### src/pidm_regs.vh
// Constants for the peripheral identifier and pin multiplexing glue.
// Assumes byte addresses on the register port, one 32-bit word per register.
`ifndef PIDM_REGS_VH
`define PIDM_REGS_VH

// Peripheral address window and slicing
`define PIDM_WIN_LO        32'hFFFA0000
`define PIDM_WIN_HI        32'hFFFCFFFF
`define PIDM_SLICE_SHIFT   14
`define PIDM_NUM_SLICES    12

// Peripheral identifiers with special handling
`define PIDM_ID_FAST       0
`define PIDM_ID_SYS        1
`define PIDM_ID_CONV       5
`define PIDM_ID_EXT0       29
// Identifiers whose clock bits ignore writes: 0, 1, 5, 20, 29, 30, 31
`define PIDM_CLK_FIXED     32'hE0100023
// Group merged on source 1 keeps its clock running
`define PIDM_CLK_ALWAYS    32'h00000002

// Register offsets
`define PIDM_CLK_SET       8'h00
`define PIDM_CLK_CLR       8'h04
`define PIDM_CLK_STAT      8'h08
`define PIDM_EVT_STAT      8'h0C
`define PIDM_EVT_MASK      8'h10
`define PIDM_CONV_CTRL     8'h14
`define PIDM_DEC_STAT      8'h18
`define PIDM_SRC_STAT      8'h1C
// Per controller block: base + stride * index
`define PIDM_PIO_BLK0      3'h2
`define PIDM_PIO_FUNC_EN   5'h00
`define PIDM_PIO_GPIO_EN   5'h04
`define PIDM_PIO_FUNC_ST   5'h08
`define PIDM_PIO_SEL_B     5'h0C
`define PIDM_PIO_OUT       5'h10
`define PIDM_PIO_OE        5'h14
`define PIDM_PIO_PULLUP    5'h18
`define PIDM_PIO_LEVEL     5'h1C

// Event bits
`define PIDM_EV_MISS       0
`define PIDM_EV_CLKIGN     1
`define PIDM_EV_CONVSTOP   2
`define PIDM_EV_W          3

// Reset values
`define PIDM_PULLUP_RST    32'hFFFFFFFF
`define PIDM_SELB_RST      32'h00000000
`define PIDM_FUNC_RST_A    32'h00000000
`define PIDM_FUNC_RST_B    32'h00000000
`define PIDM_FUNC_RST_C    32'h00000430

`endif

### src/pidm_top.v
// Peripheral identifier, address slice decode, clock gating and pin mux.
// Assumes one clock domain; pad and external interrupt pins are asynchronous.
`include "pidm_regs.vh"

module pidm_top #(
    parameter NUM_CTL    = 3,
    parameter NUM_LINES  = 32,
    parameter FUNC_RST_A = `PIDM_FUNC_RST_A,
    parameter FUNC_RST_B = `PIDM_FUNC_RST_B,
    parameter FUNC_RST_C = `PIDM_FUNC_RST_C
) (
    // Clock and reset
    input  wire         core_clk,
    input  wire         arst_n,
    // Register port
    input  wire [7:0]   reg_addr,
    input  wire [31:0]  reg_wdata,
    input  wire         reg_wr,
    input  wire         reg_rd,
    output reg  [31:0]  reg_rdata_q,
    output reg          evt_irq_q,
    // System address decode
    input  wire [31:0]  sys_addr,
    input  wire         sys_req,
    output reg  [11:0]  slice_sel_q,
    output reg          slice_miss_q,
    // Interrupt sources and clock gates
    input  wire [6:0]   sys_irq,
    input  wire [26:0]  periph_irq,
    input  wire         fast_irq_pin,
    input  wire [2:0]   ext_irq_pin,
    output reg  [31:0]  irq_src_q,
    output reg  [31:0]  periph_clk_en_q,
    // Converter clock control
    input  wire         conv_req,
    input  wire         conv_done,
    // Peripheral side of the lines
    input  wire [95:0]  func_a_out,
    input  wire [95:0]  func_a_oe,
    input  wire [95:0]  func_b_out,
    input  wire [95:0]  func_b_oe,
    output reg  [95:0]  func_a_in_q,
    output reg  [95:0]  func_b_in_q,
    // Package lines
    input  wire [95:0]  pad_in,
    output reg  [95:0]  pad_out_q,
    output reg  [95:0]  pad_oe_q,
    output reg  [95:0]  pad_pullup_q
);

    localparam NL = NUM_CTL * NUM_LINES;

    // Software clock enables and converter clock
    reg  [31:0]         clk_en_q;
    reg                 conv_clk_q;
    reg                 conv_sleep_q;
    // Event status and mask
    reg  [`PIDM_EV_W-1:0] evt_stat_q;
    reg  [`PIDM_EV_W-1:0] evt_mask_q;
    reg  [`PIDM_EV_W-1:0] evt_set;
    reg  [`PIDM_EV_W-1:0] evt_stat_d;
    // Last decode result for software
    reg  [4:0]          dec_last_q;
    // Line configuration
    reg  [NL-1:0]       func_q;
    reg  [NL-1:0]       selb_q;
    reg  [NL-1:0]       gout_q;
    reg  [NL-1:0]       goe_q;
    reg  [NL-1:0]       pull_q;
    // Synchronisers
    reg  [NL-1:0]       pad_s1_q;
    reg  [NL-1:0]       pad_s2_q;
    reg  [3:0]          ext_s1_q;
    reg  [3:0]          ext_s2_q;

    wire [2:0]          blk = reg_addr[7:5];
    wire [4:0]          sub = reg_addr[4:0];
    wire                in_win;
    wire [31:0]         win_off;
    wire [3:0]          slice_idx;
    wire [31:0]         clk_wr_mask;

    assign in_win      = (sys_addr >= `PIDM_WIN_LO) && (sys_addr <= `PIDM_WIN_HI);
    assign win_off     = sys_addr - `PIDM_WIN_LO;
    assign slice_idx   = win_off[`PIDM_SLICE_SHIFT+3:`PIDM_SLICE_SHIFT];
    assign clk_wr_mask = reg_wdata & ~`PIDM_CLK_FIXED;

    // Address window decode, one registered cycle
    always @(posedge core_clk or negedge arst_n) begin
        if (!arst_n) begin
            slice_sel_q  <= 12'h000;
            slice_miss_q <= 1'b0;
            dec_last_q   <= 5'h00;
        end else begin
            slice_sel_q  <= 12'h000;
            slice_miss_q <= sys_req && !in_win;
            if (sys_req && in_win) begin
                slice_sel_q[slice_idx] <= 1'b1;
                dec_last_q             <= {1'b1, slice_idx};
            end else if (sys_req) begin
                dec_last_q <= 5'h00;
            end
        end
    end

    // Asynchronous pins: first stage feeds only the second
    always @(posedge core_clk or negedge arst_n) begin
        if (!arst_n) begin
            pad_s1_q <= {NL{1'b0}};
            pad_s2_q <= {NL{1'b0}};
            ext_s1_q <= 4'h0;
            ext_s2_q <= 4'h0;
        end else begin
            pad_s1_q <= pad_in;
            pad_s2_q <= pad_s1_q;
            ext_s1_q <= {ext_irq_pin, fast_irq_pin};
            ext_s2_q <= ext_s1_q;
        end
    end

    // Interrupt sources by identifier
    always @(posedge core_clk or negedge arst_n) begin
        if (!arst_n) begin
            irq_src_q <= 32'h00000000;
        end else begin
            irq_src_q[`PIDM_ID_FAST]                 <= ext_s2_q[0];
            irq_src_q[`PIDM_ID_SYS]                  <= |sys_irq;
            irq_src_q[28:2]                          <= periph_irq;
            irq_src_q[`PIDM_ID_EXT0+2:`PIDM_ID_EXT0] <= ext_s2_q[3:1];
        end
    end

    // Clock gates; fixed bits never take a write
    always @(posedge core_clk or negedge arst_n) begin
        if (!arst_n) begin
            clk_en_q <= 32'h00000000;
        end else if (reg_wr && reg_addr == `PIDM_CLK_SET) begin
            clk_en_q <= clk_en_q | clk_wr_mask;
        end else if (reg_wr && reg_addr == `PIDM_CLK_CLR) begin
            clk_en_q <= clk_en_q & ~clk_wr_mask;
        end
    end

    // Converter clock: a new request beats a stop in the same cycle
    always @(posedge core_clk or negedge arst_n) begin
        if (!arst_n) begin
            conv_clk_q <= 1'b0;
        end else if (conv_req) begin
            conv_clk_q <= 1'b1;
        end else if (conv_done && conv_sleep_q) begin
            conv_clk_q <= 1'b0;
        end
    end

    always @(posedge core_clk or negedge arst_n) begin
        if (!arst_n) begin
            periph_clk_en_q <= 32'h00000000;
        end else begin
            periph_clk_en_q                <= clk_en_q | `PIDM_CLK_ALWAYS;
            periph_clk_en_q[`PIDM_ID_CONV] <= conv_clk_q | conv_req;
        end
    end

    // Sticky events; a read clears but a same-cycle event survives
    always @* begin
        evt_set                    = {`PIDM_EV_W{1'b0}};
        evt_set[`PIDM_EV_MISS]     = sys_req && !in_win;
        evt_set[`PIDM_EV_CLKIGN]   = reg_wr && (reg_addr == `PIDM_CLK_SET || reg_addr == `PIDM_CLK_CLR)
                                     && |(reg_wdata & `PIDM_CLK_FIXED);
        evt_set[`PIDM_EV_CONVSTOP] = conv_done && conv_sleep_q && !conv_req;
        evt_stat_d                 = evt_stat_q;
        if (reg_rd && reg_addr == `PIDM_EVT_STAT)
            evt_stat_d = {`PIDM_EV_W{1'b0}};
        evt_stat_d = evt_stat_d | evt_set;
    end

    always @(posedge core_clk or negedge arst_n) begin
        if (!arst_n) begin
            evt_stat_q   <= {`PIDM_EV_W{1'b0}};
            evt_mask_q   <= {`PIDM_EV_W{1'b0}};
            conv_sleep_q <= 1'b0;
            evt_irq_q    <= 1'b0;
        end else begin
            evt_stat_q <= evt_stat_d;
            evt_irq_q  <= |(evt_stat_d & evt_mask_q);
            if (reg_wr && reg_addr == `PIDM_EVT_MASK)
                evt_mask_q <= reg_wdata[`PIDM_EV_W-1:0];
            if (reg_wr && reg_addr == `PIDM_CONV_CTRL)
                conv_sleep_q <= reg_wdata[0];
        end
    end

    // Line configuration registers
    integer c;
    always @(posedge core_clk or negedge arst_n) begin
        if (!arst_n) begin
            func_q <= {FUNC_RST_C, FUNC_RST_B, FUNC_RST_A};
            selb_q <= {NUM_CTL{`PIDM_SELB_RST}};
            gout_q <= {NL{1'b0}};
            goe_q  <= {NL{1'b0}};
            pull_q <= {NUM_CTL{`PIDM_PULLUP_RST}};
        end else begin
            for (c = 0; c < NUM_CTL; c = c + 1) begin
                if (reg_wr && blk == `PIDM_PIO_BLK0 + c[2:0]) begin
                    case (sub)
                        `PIDM_PIO_FUNC_EN: begin
                            func_q[c*NUM_LINES +: NUM_LINES] <=
                                func_q[c*NUM_LINES +: NUM_LINES] | reg_wdata;
                        end
                        `PIDM_PIO_GPIO_EN: begin
                            func_q[c*NUM_LINES +: NUM_LINES] <=
                                func_q[c*NUM_LINES +: NUM_LINES] & ~reg_wdata;
                        end
                        `PIDM_PIO_SEL_B: begin
                            selb_q[c*NUM_LINES +: NUM_LINES] <= reg_wdata;
                        end
                        `PIDM_PIO_OUT: begin
                            gout_q[c*NUM_LINES +: NUM_LINES] <= reg_wdata;
                        end
                        `PIDM_PIO_OE: begin
                            goe_q[c*NUM_LINES +: NUM_LINES] <= reg_wdata;
                        end
                        `PIDM_PIO_PULLUP: begin
                            pull_q[c*NUM_LINES +: NUM_LINES] <= reg_wdata;
                        end
                        default: begin
                        end
                    endcase
                end
            end
        end
    end

    // Pad drive; one peripheral output may reach several lines at once
    integer i;
    always @(posedge core_clk or negedge arst_n) begin
        if (!arst_n) begin
            pad_out_q    <= {NL{1'b0}};
            pad_oe_q     <= {NL{1'b0}};
            pad_pullup_q <= {NL{1'b1}};
            func_a_in_q  <= {NL{1'b1}};
            func_b_in_q  <= {NL{1'b1}};
        end else begin
            pad_pullup_q <= pull_q;
            for (i = 0; i < NL; i = i + 1) begin
                // Idle level high on unselected inputs so peripherals see a quiet line
                func_a_in_q[i] <= (func_q[i] && !selb_q[i]) ? pad_s2_q[i] : 1'b1;
                func_b_in_q[i] <= (func_q[i] && selb_q[i]) ? pad_s2_q[i] : 1'b1;
                if (!func_q[i]) begin
                    pad_out_q[i] <= gout_q[i];
                    pad_oe_q[i]  <= goe_q[i];
                end else if (selb_q[i]) begin
                    pad_out_q[i] <= func_b_out[i];
                    pad_oe_q[i]  <= func_b_oe[i];
                end else begin
                    pad_out_q[i] <= func_a_out[i];
                    pad_oe_q[i]  <= func_a_oe[i];
                end
            end
        end
    end

    // Read mux; data stands the cycle after the strobe
    reg [31:0] rd_d;
    integer k;
    always @* begin
        rd_d = 32'h00000000;
        k    = 0;
        case (reg_addr)
            `PIDM_CLK_STAT:  rd_d = periph_clk_en_q;
            `PIDM_EVT_STAT:  rd_d[`PIDM_EV_W-1:0] = evt_stat_q;
            `PIDM_EVT_MASK:  rd_d[`PIDM_EV_W-1:0] = evt_mask_q;
            `PIDM_CONV_CTRL: rd_d = {30'h00000000, conv_clk_q, conv_sleep_q};
            `PIDM_DEC_STAT:  rd_d[4:0] = dec_last_q;
            `PIDM_SRC_STAT:  rd_d = irq_src_q;
            default: begin
                if (blk >= `PIDM_PIO_BLK0 && blk < `PIDM_PIO_BLK0 + NUM_CTL) begin
                    k = blk - `PIDM_PIO_BLK0;
                    case (sub)
                        `PIDM_PIO_FUNC_ST: rd_d = func_q[k*NUM_LINES +: NUM_LINES];
                        `PIDM_PIO_SEL_B:   rd_d = selb_q[k*NUM_LINES +: NUM_LINES];
                        `PIDM_PIO_OUT:     rd_d = gout_q[k*NUM_LINES +: NUM_LINES];
                        `PIDM_PIO_OE:      rd_d = goe_q[k*NUM_LINES +: NUM_LINES];
                        `PIDM_PIO_PULLUP:  rd_d = pull_q[k*NUM_LINES +: NUM_LINES];
                        `PIDM_PIO_LEVEL:   rd_d = pad_s2_q[k*NUM_LINES +: NUM_LINES];
                        default:           rd_d = 32'h00000000;
                    endcase
                end
            end
        endcase
    end

    always @(posedge core_clk or negedge arst_n) begin
        if (!arst_n) begin
            reg_rdata_q <= 32'h00000000;
        end else if (reg_rd) begin
            reg_rdata_q <= rd_d;
        end else begin
            reg_rdata_q <= 32'h00000000;
        end
    end

endmodule

### config.mk
export PLATFORM = sky130hd
export DESIGN_NAME = pidm_top
export DESIGN_NICKNAME = d
export VERILOG_FILES = /design/src/pidm_top.v
export VERILOG_INCLUDE_DIRS = /design/src
export SDC_FILE = /design/constraint.sdc
export NUM_CORES = 2
export LEC_CHECK = 0
export BUFFER_PORTS_ARGS = -buffer_cell sky130_fd_sc_hd__buf_4
export CAP_MARGIN = 20
export CORE_AREA = 2 2 459 461
export DETAILED_ROUTE_END_ITERATION = 8
export DIE_AREA = 0 0 461 463
export PLACE_DENSITY = 0.43
export SYNTH_ARGS = -nofsm -noshare
export SYNTH_HDL_FRONTEND = slang
export SYNTH_SLANG_ARGS = --single-unit
### constraint.sdc
create_clock -name core_clk -period 1.7 [get_ports core_clk]
set_input_delay 0.34 -clock core_clk [delete_from_list [all_inputs] [get_ports core_clk]]
set_output_delay 0.34 -clock core_clk [all_outputs]
set_load 0.01 [all_outputs]
==> metrics.md <==
| Metric | Value |
|---|---|
| Status | `finished, violations left` |
| Failing checks | `negative setup slack` |
| Final setup skew | `~0.037 ns` |
| Post-synth EDFFs | `0` |
| Synth Cell Area | `about 0.05 mm^2` |
| Data required time of the worst path | `roughly 1.4 ns` |
| IO Port Bufs | `between 1000 and 1500` |
| Crit path buf inv count | `1` |
| Endpoints failing hold | `0` |
| Cell with the most instances after synthesis | `dfrtp_1` |
| Slew HR | `0.367` |
| Routed vias | `approximately 42000` |
| Crit path DAT | `1.55 ns` |
| DR WL/cell | `between 20 and 30 um` |
| Synth-to-layout area growth | `60.0%` |
| Max VDD drop | `~1100 uV` |
| Maximum clock frequency | `528 MHz` |
| Vias in the first global route | `~45000` |
| Placed wire-length estimate | `between 200 and 250 mm` |
| Top delay family on crit path | `flip-flops` |
| Final wirelength | `about 260 mm` |
| Clk_lat worst skew | `0.83 ns` |
| Worst-path clk slew | `approximately 0.060 ns` |
| DRC violation count after routing | `0` |
| GR Overflow Total | `0` |
| Drt via density | `around 4.7` |
| Crit-path slowest cell | `dfstp_2` |
| Die Y-Extent | `approximately 460 um` |
| R2r startpoint | `pad_s2_q[73]` |
| Placed inst area | `0.0679 mm^2` |
| Filler Cell Count | `between 20000 and 25000` |
| Nets | `~6700` |
| Setup-failing EPs final | `350` |
| Final period util | `1.11` |
| ANT nets after route | `0` |
| Post-route cell area | `between 0.08 and 0.09 mm^2` |
| H-tree levels | `4` |
| Placed cell count | `approximately 8200` |
| Share of cells above drive strength 1 | `0.473` |
| Die W | `about 460 um` |
| CTS buffer count | `156` |
| Worst-path maximum fanout | `1` |
| Top_reg_cell synth | `dfrtp_1` |
| Yosys top cell area share | `0.450` |
| Average size of a mapped cell | `between 10 and 15 um^2` |
| Pins Over Slew Limit | `0` |
| Largest area contributor in the netlist | `dfrtp_1` |
| Final Wtd Congestion | `0.864` |
| Worst-margin pin slew | `0.947 ns` |
| Cell variety after synth | `66` |
| RSZ-0062 raised after global routing | `true` |
| Tot GR Track Use | `0.243` |
| Core box area | `about 0.21 mm^2` |
| Die ar. | `between 0.2 and 0.25 mm^2` |
| Most frequent cells after synthesis | `dfrtp_1, dfstp_2, mux2_2` |
| Min-Delay Path Class | `in -> reg` |
| Clk sinks | `approximately 1300` |
| Max-Cap Viols | `0` |
| Root Driver | `clkbuf_16` |
| Cell Pwr Density | `roughly 960 mW/mm^2` |
| Leak pwr | `approximately 36 nW` |
| First-pass GRT wire length | `~360 mm` |
| Cells after Synth | `about 4000` |
| Ys Warns | `0` |
| Final Non-Filler Cells | `roughly 9100` |
| HP Start | `reg_addr[2]` |
| FFs w/ async S/R, synth | `1.00` |
| 1st-iter DRT viols | `approximately 3000` |
| I/O pins | `around 1200` |
| Worst Slack Setup Final | `-0.193 ns` |
| Startpoint types | `flip-flop` |
| CP Capture Type | `primary output` |
| Initial antenna violation count | `41` |
| Register area share after synthesis | `0.649` |
| Top post-synthesis cells by area | `dfrtp_1, dfstp_2, mux2_2, mux2i_1, a21oi_1` |
| CP max stage delay | `0.58 ns` |
| Number of detailed-route iterations in the first pass | `5` |
| CP Cell Sequence | `buf_8` |
| Initial Utilization | `0.244` |
| Largest net degree at the start of global routing | `87` |
| #FFs+latches synth | `1303` |
| FP Rows | `between 150 and 200` |
| Worst setup startpoint | `func_a_in_q[24]` |
| Clk buf depth | `3` |
| CTS tree | `done` |
| Tmin final | `~1.9 ns` |
| Critical path class | `reg -> out` |
==> kinds of logic after synthesis <==
group                      share of synthesized area
DFF                                            0.649
and+or+nand+nor                               0.0872
AOI/OAI and AO/OA                             0.0970
muxes                                          0.141
buffers and inverters                         0.0243
adders and majority gates                   0.000982
other                                       0.000147
==> report_power, final <==
group	total (mW)	leakage, nW	switching (mW)	internal (mW)
Clock	34.2	2.55	14.5	19.7
Sequential	34.1	16.0	1.33	32.8
Combinational	9.89	17.9	4.80	5.09
Total	78.2	36.5	20.6	57.6
==> cell type report <==
class	count	area [um^2]	area share
tap	2805	3510	0.0430
clock buffer	234	4530	0.0555
inverter	24	93.8	0.00115
clock inverter	59	688	0.00844
timing repair buffer	2275	22200	0.272
antenna	21	52.6	0.000644
multi-input combinational	2376	17300	0.213
sequential	1303	33100	0.406
==> timing repair <==
item | 4_1_cts | 5_1_grt
hold buffers | 555 | 0
gates resized for setup | 644 | 46
setup endpoints to repair | 595 | 613
pin swaps | 7 | 15
hold endpoints to repair | 1726 | 0
buffers inserted | 37 | 5
==> cells in the final DEF, fill, tap and decap left out, types with 19 or more instances in the layout <==
cell type and instances:
mux2_4 31, o21ai_0 226, a21oi_1 292, nor2_1 236
clkbuf_16 156, nand2b_1 19, o22ai_1 32, dfrtp_2 40
a22oi_1 43, clkinv_2 29, buf_12 118, buf_6 586
clkbuf_8 35, nand2_1 333, a211oi_1 25, dfrtp_1 876
inv_1 22, nand3b_1 107, diode_2 21, mux2_2 350
or3b_2 83, mux2i_1 249, dlygate4sd3_1 555, clkbuf_1 45
o221ai_1 25, dfstp_2 387, buf_4 1010, o211ai_1 35
==> registers in the layout, indices dropped and copies added, names as in the netlist, 27 cells and up, named ones only <==
register         cells
func_a_in_q         96
func_b_in_q         96
goe_q               96
gout_q              96
pad_oe_q            96
pad_out_q           96
pad_pullup_q        96
pad_s1_q            96
pad_s2_q            96
pull_q              96
selb_q              96
irq_src_q           32
reg_rdata_q         32
periph_clk_en_q     27
==> path summary, 6_finish.rpt <==
kind	cells after the start	slack [ns]	endpoint
setup / recovery	1	-0.19	func_a_in_q[24]
hold / removal	3	0.09	flip-flop
setup reg to reg	5	-0.01	reg_rdata_q[9]
hold reg to reg	0	0.32	pad_s2_q[86]
max in group asynchronous	3	0.06	pad_s1_q[90]
min in group asynchronous	2	0.24	func_a_in_q[81]
==> stage by stage <==
step                setup WS (ns)  TNS (ns)  utilization  hold WS (ns)  total power [mW]
floorplan                  -0.338    -64.43            -        0.0444              36.7
finish                     -0.193    -29.37        0.391        0.0889              78.2
global placement            -1.03   -319.96        0.326         0.220              42.8
global route               -0.267    -61.67        0.391        0.0592              81.1
CTS                        -0.303    -71.84        0.390       0.00710              79.1
detailed placement          -1.02   -324.62        0.326         0.220              42.9
==> metal layers <==
layer  wire (um)  GRT usage  vias to the layer above
li1            -          -                    18500
met1      114000      0.319                    21900
met2      124000      0.391                     1582
met3       18100     0.0573                      334
met4        8120     0.0778                       20
met5         127          0                        -
No activity file was read; power rests on OpenSTA's default activity.
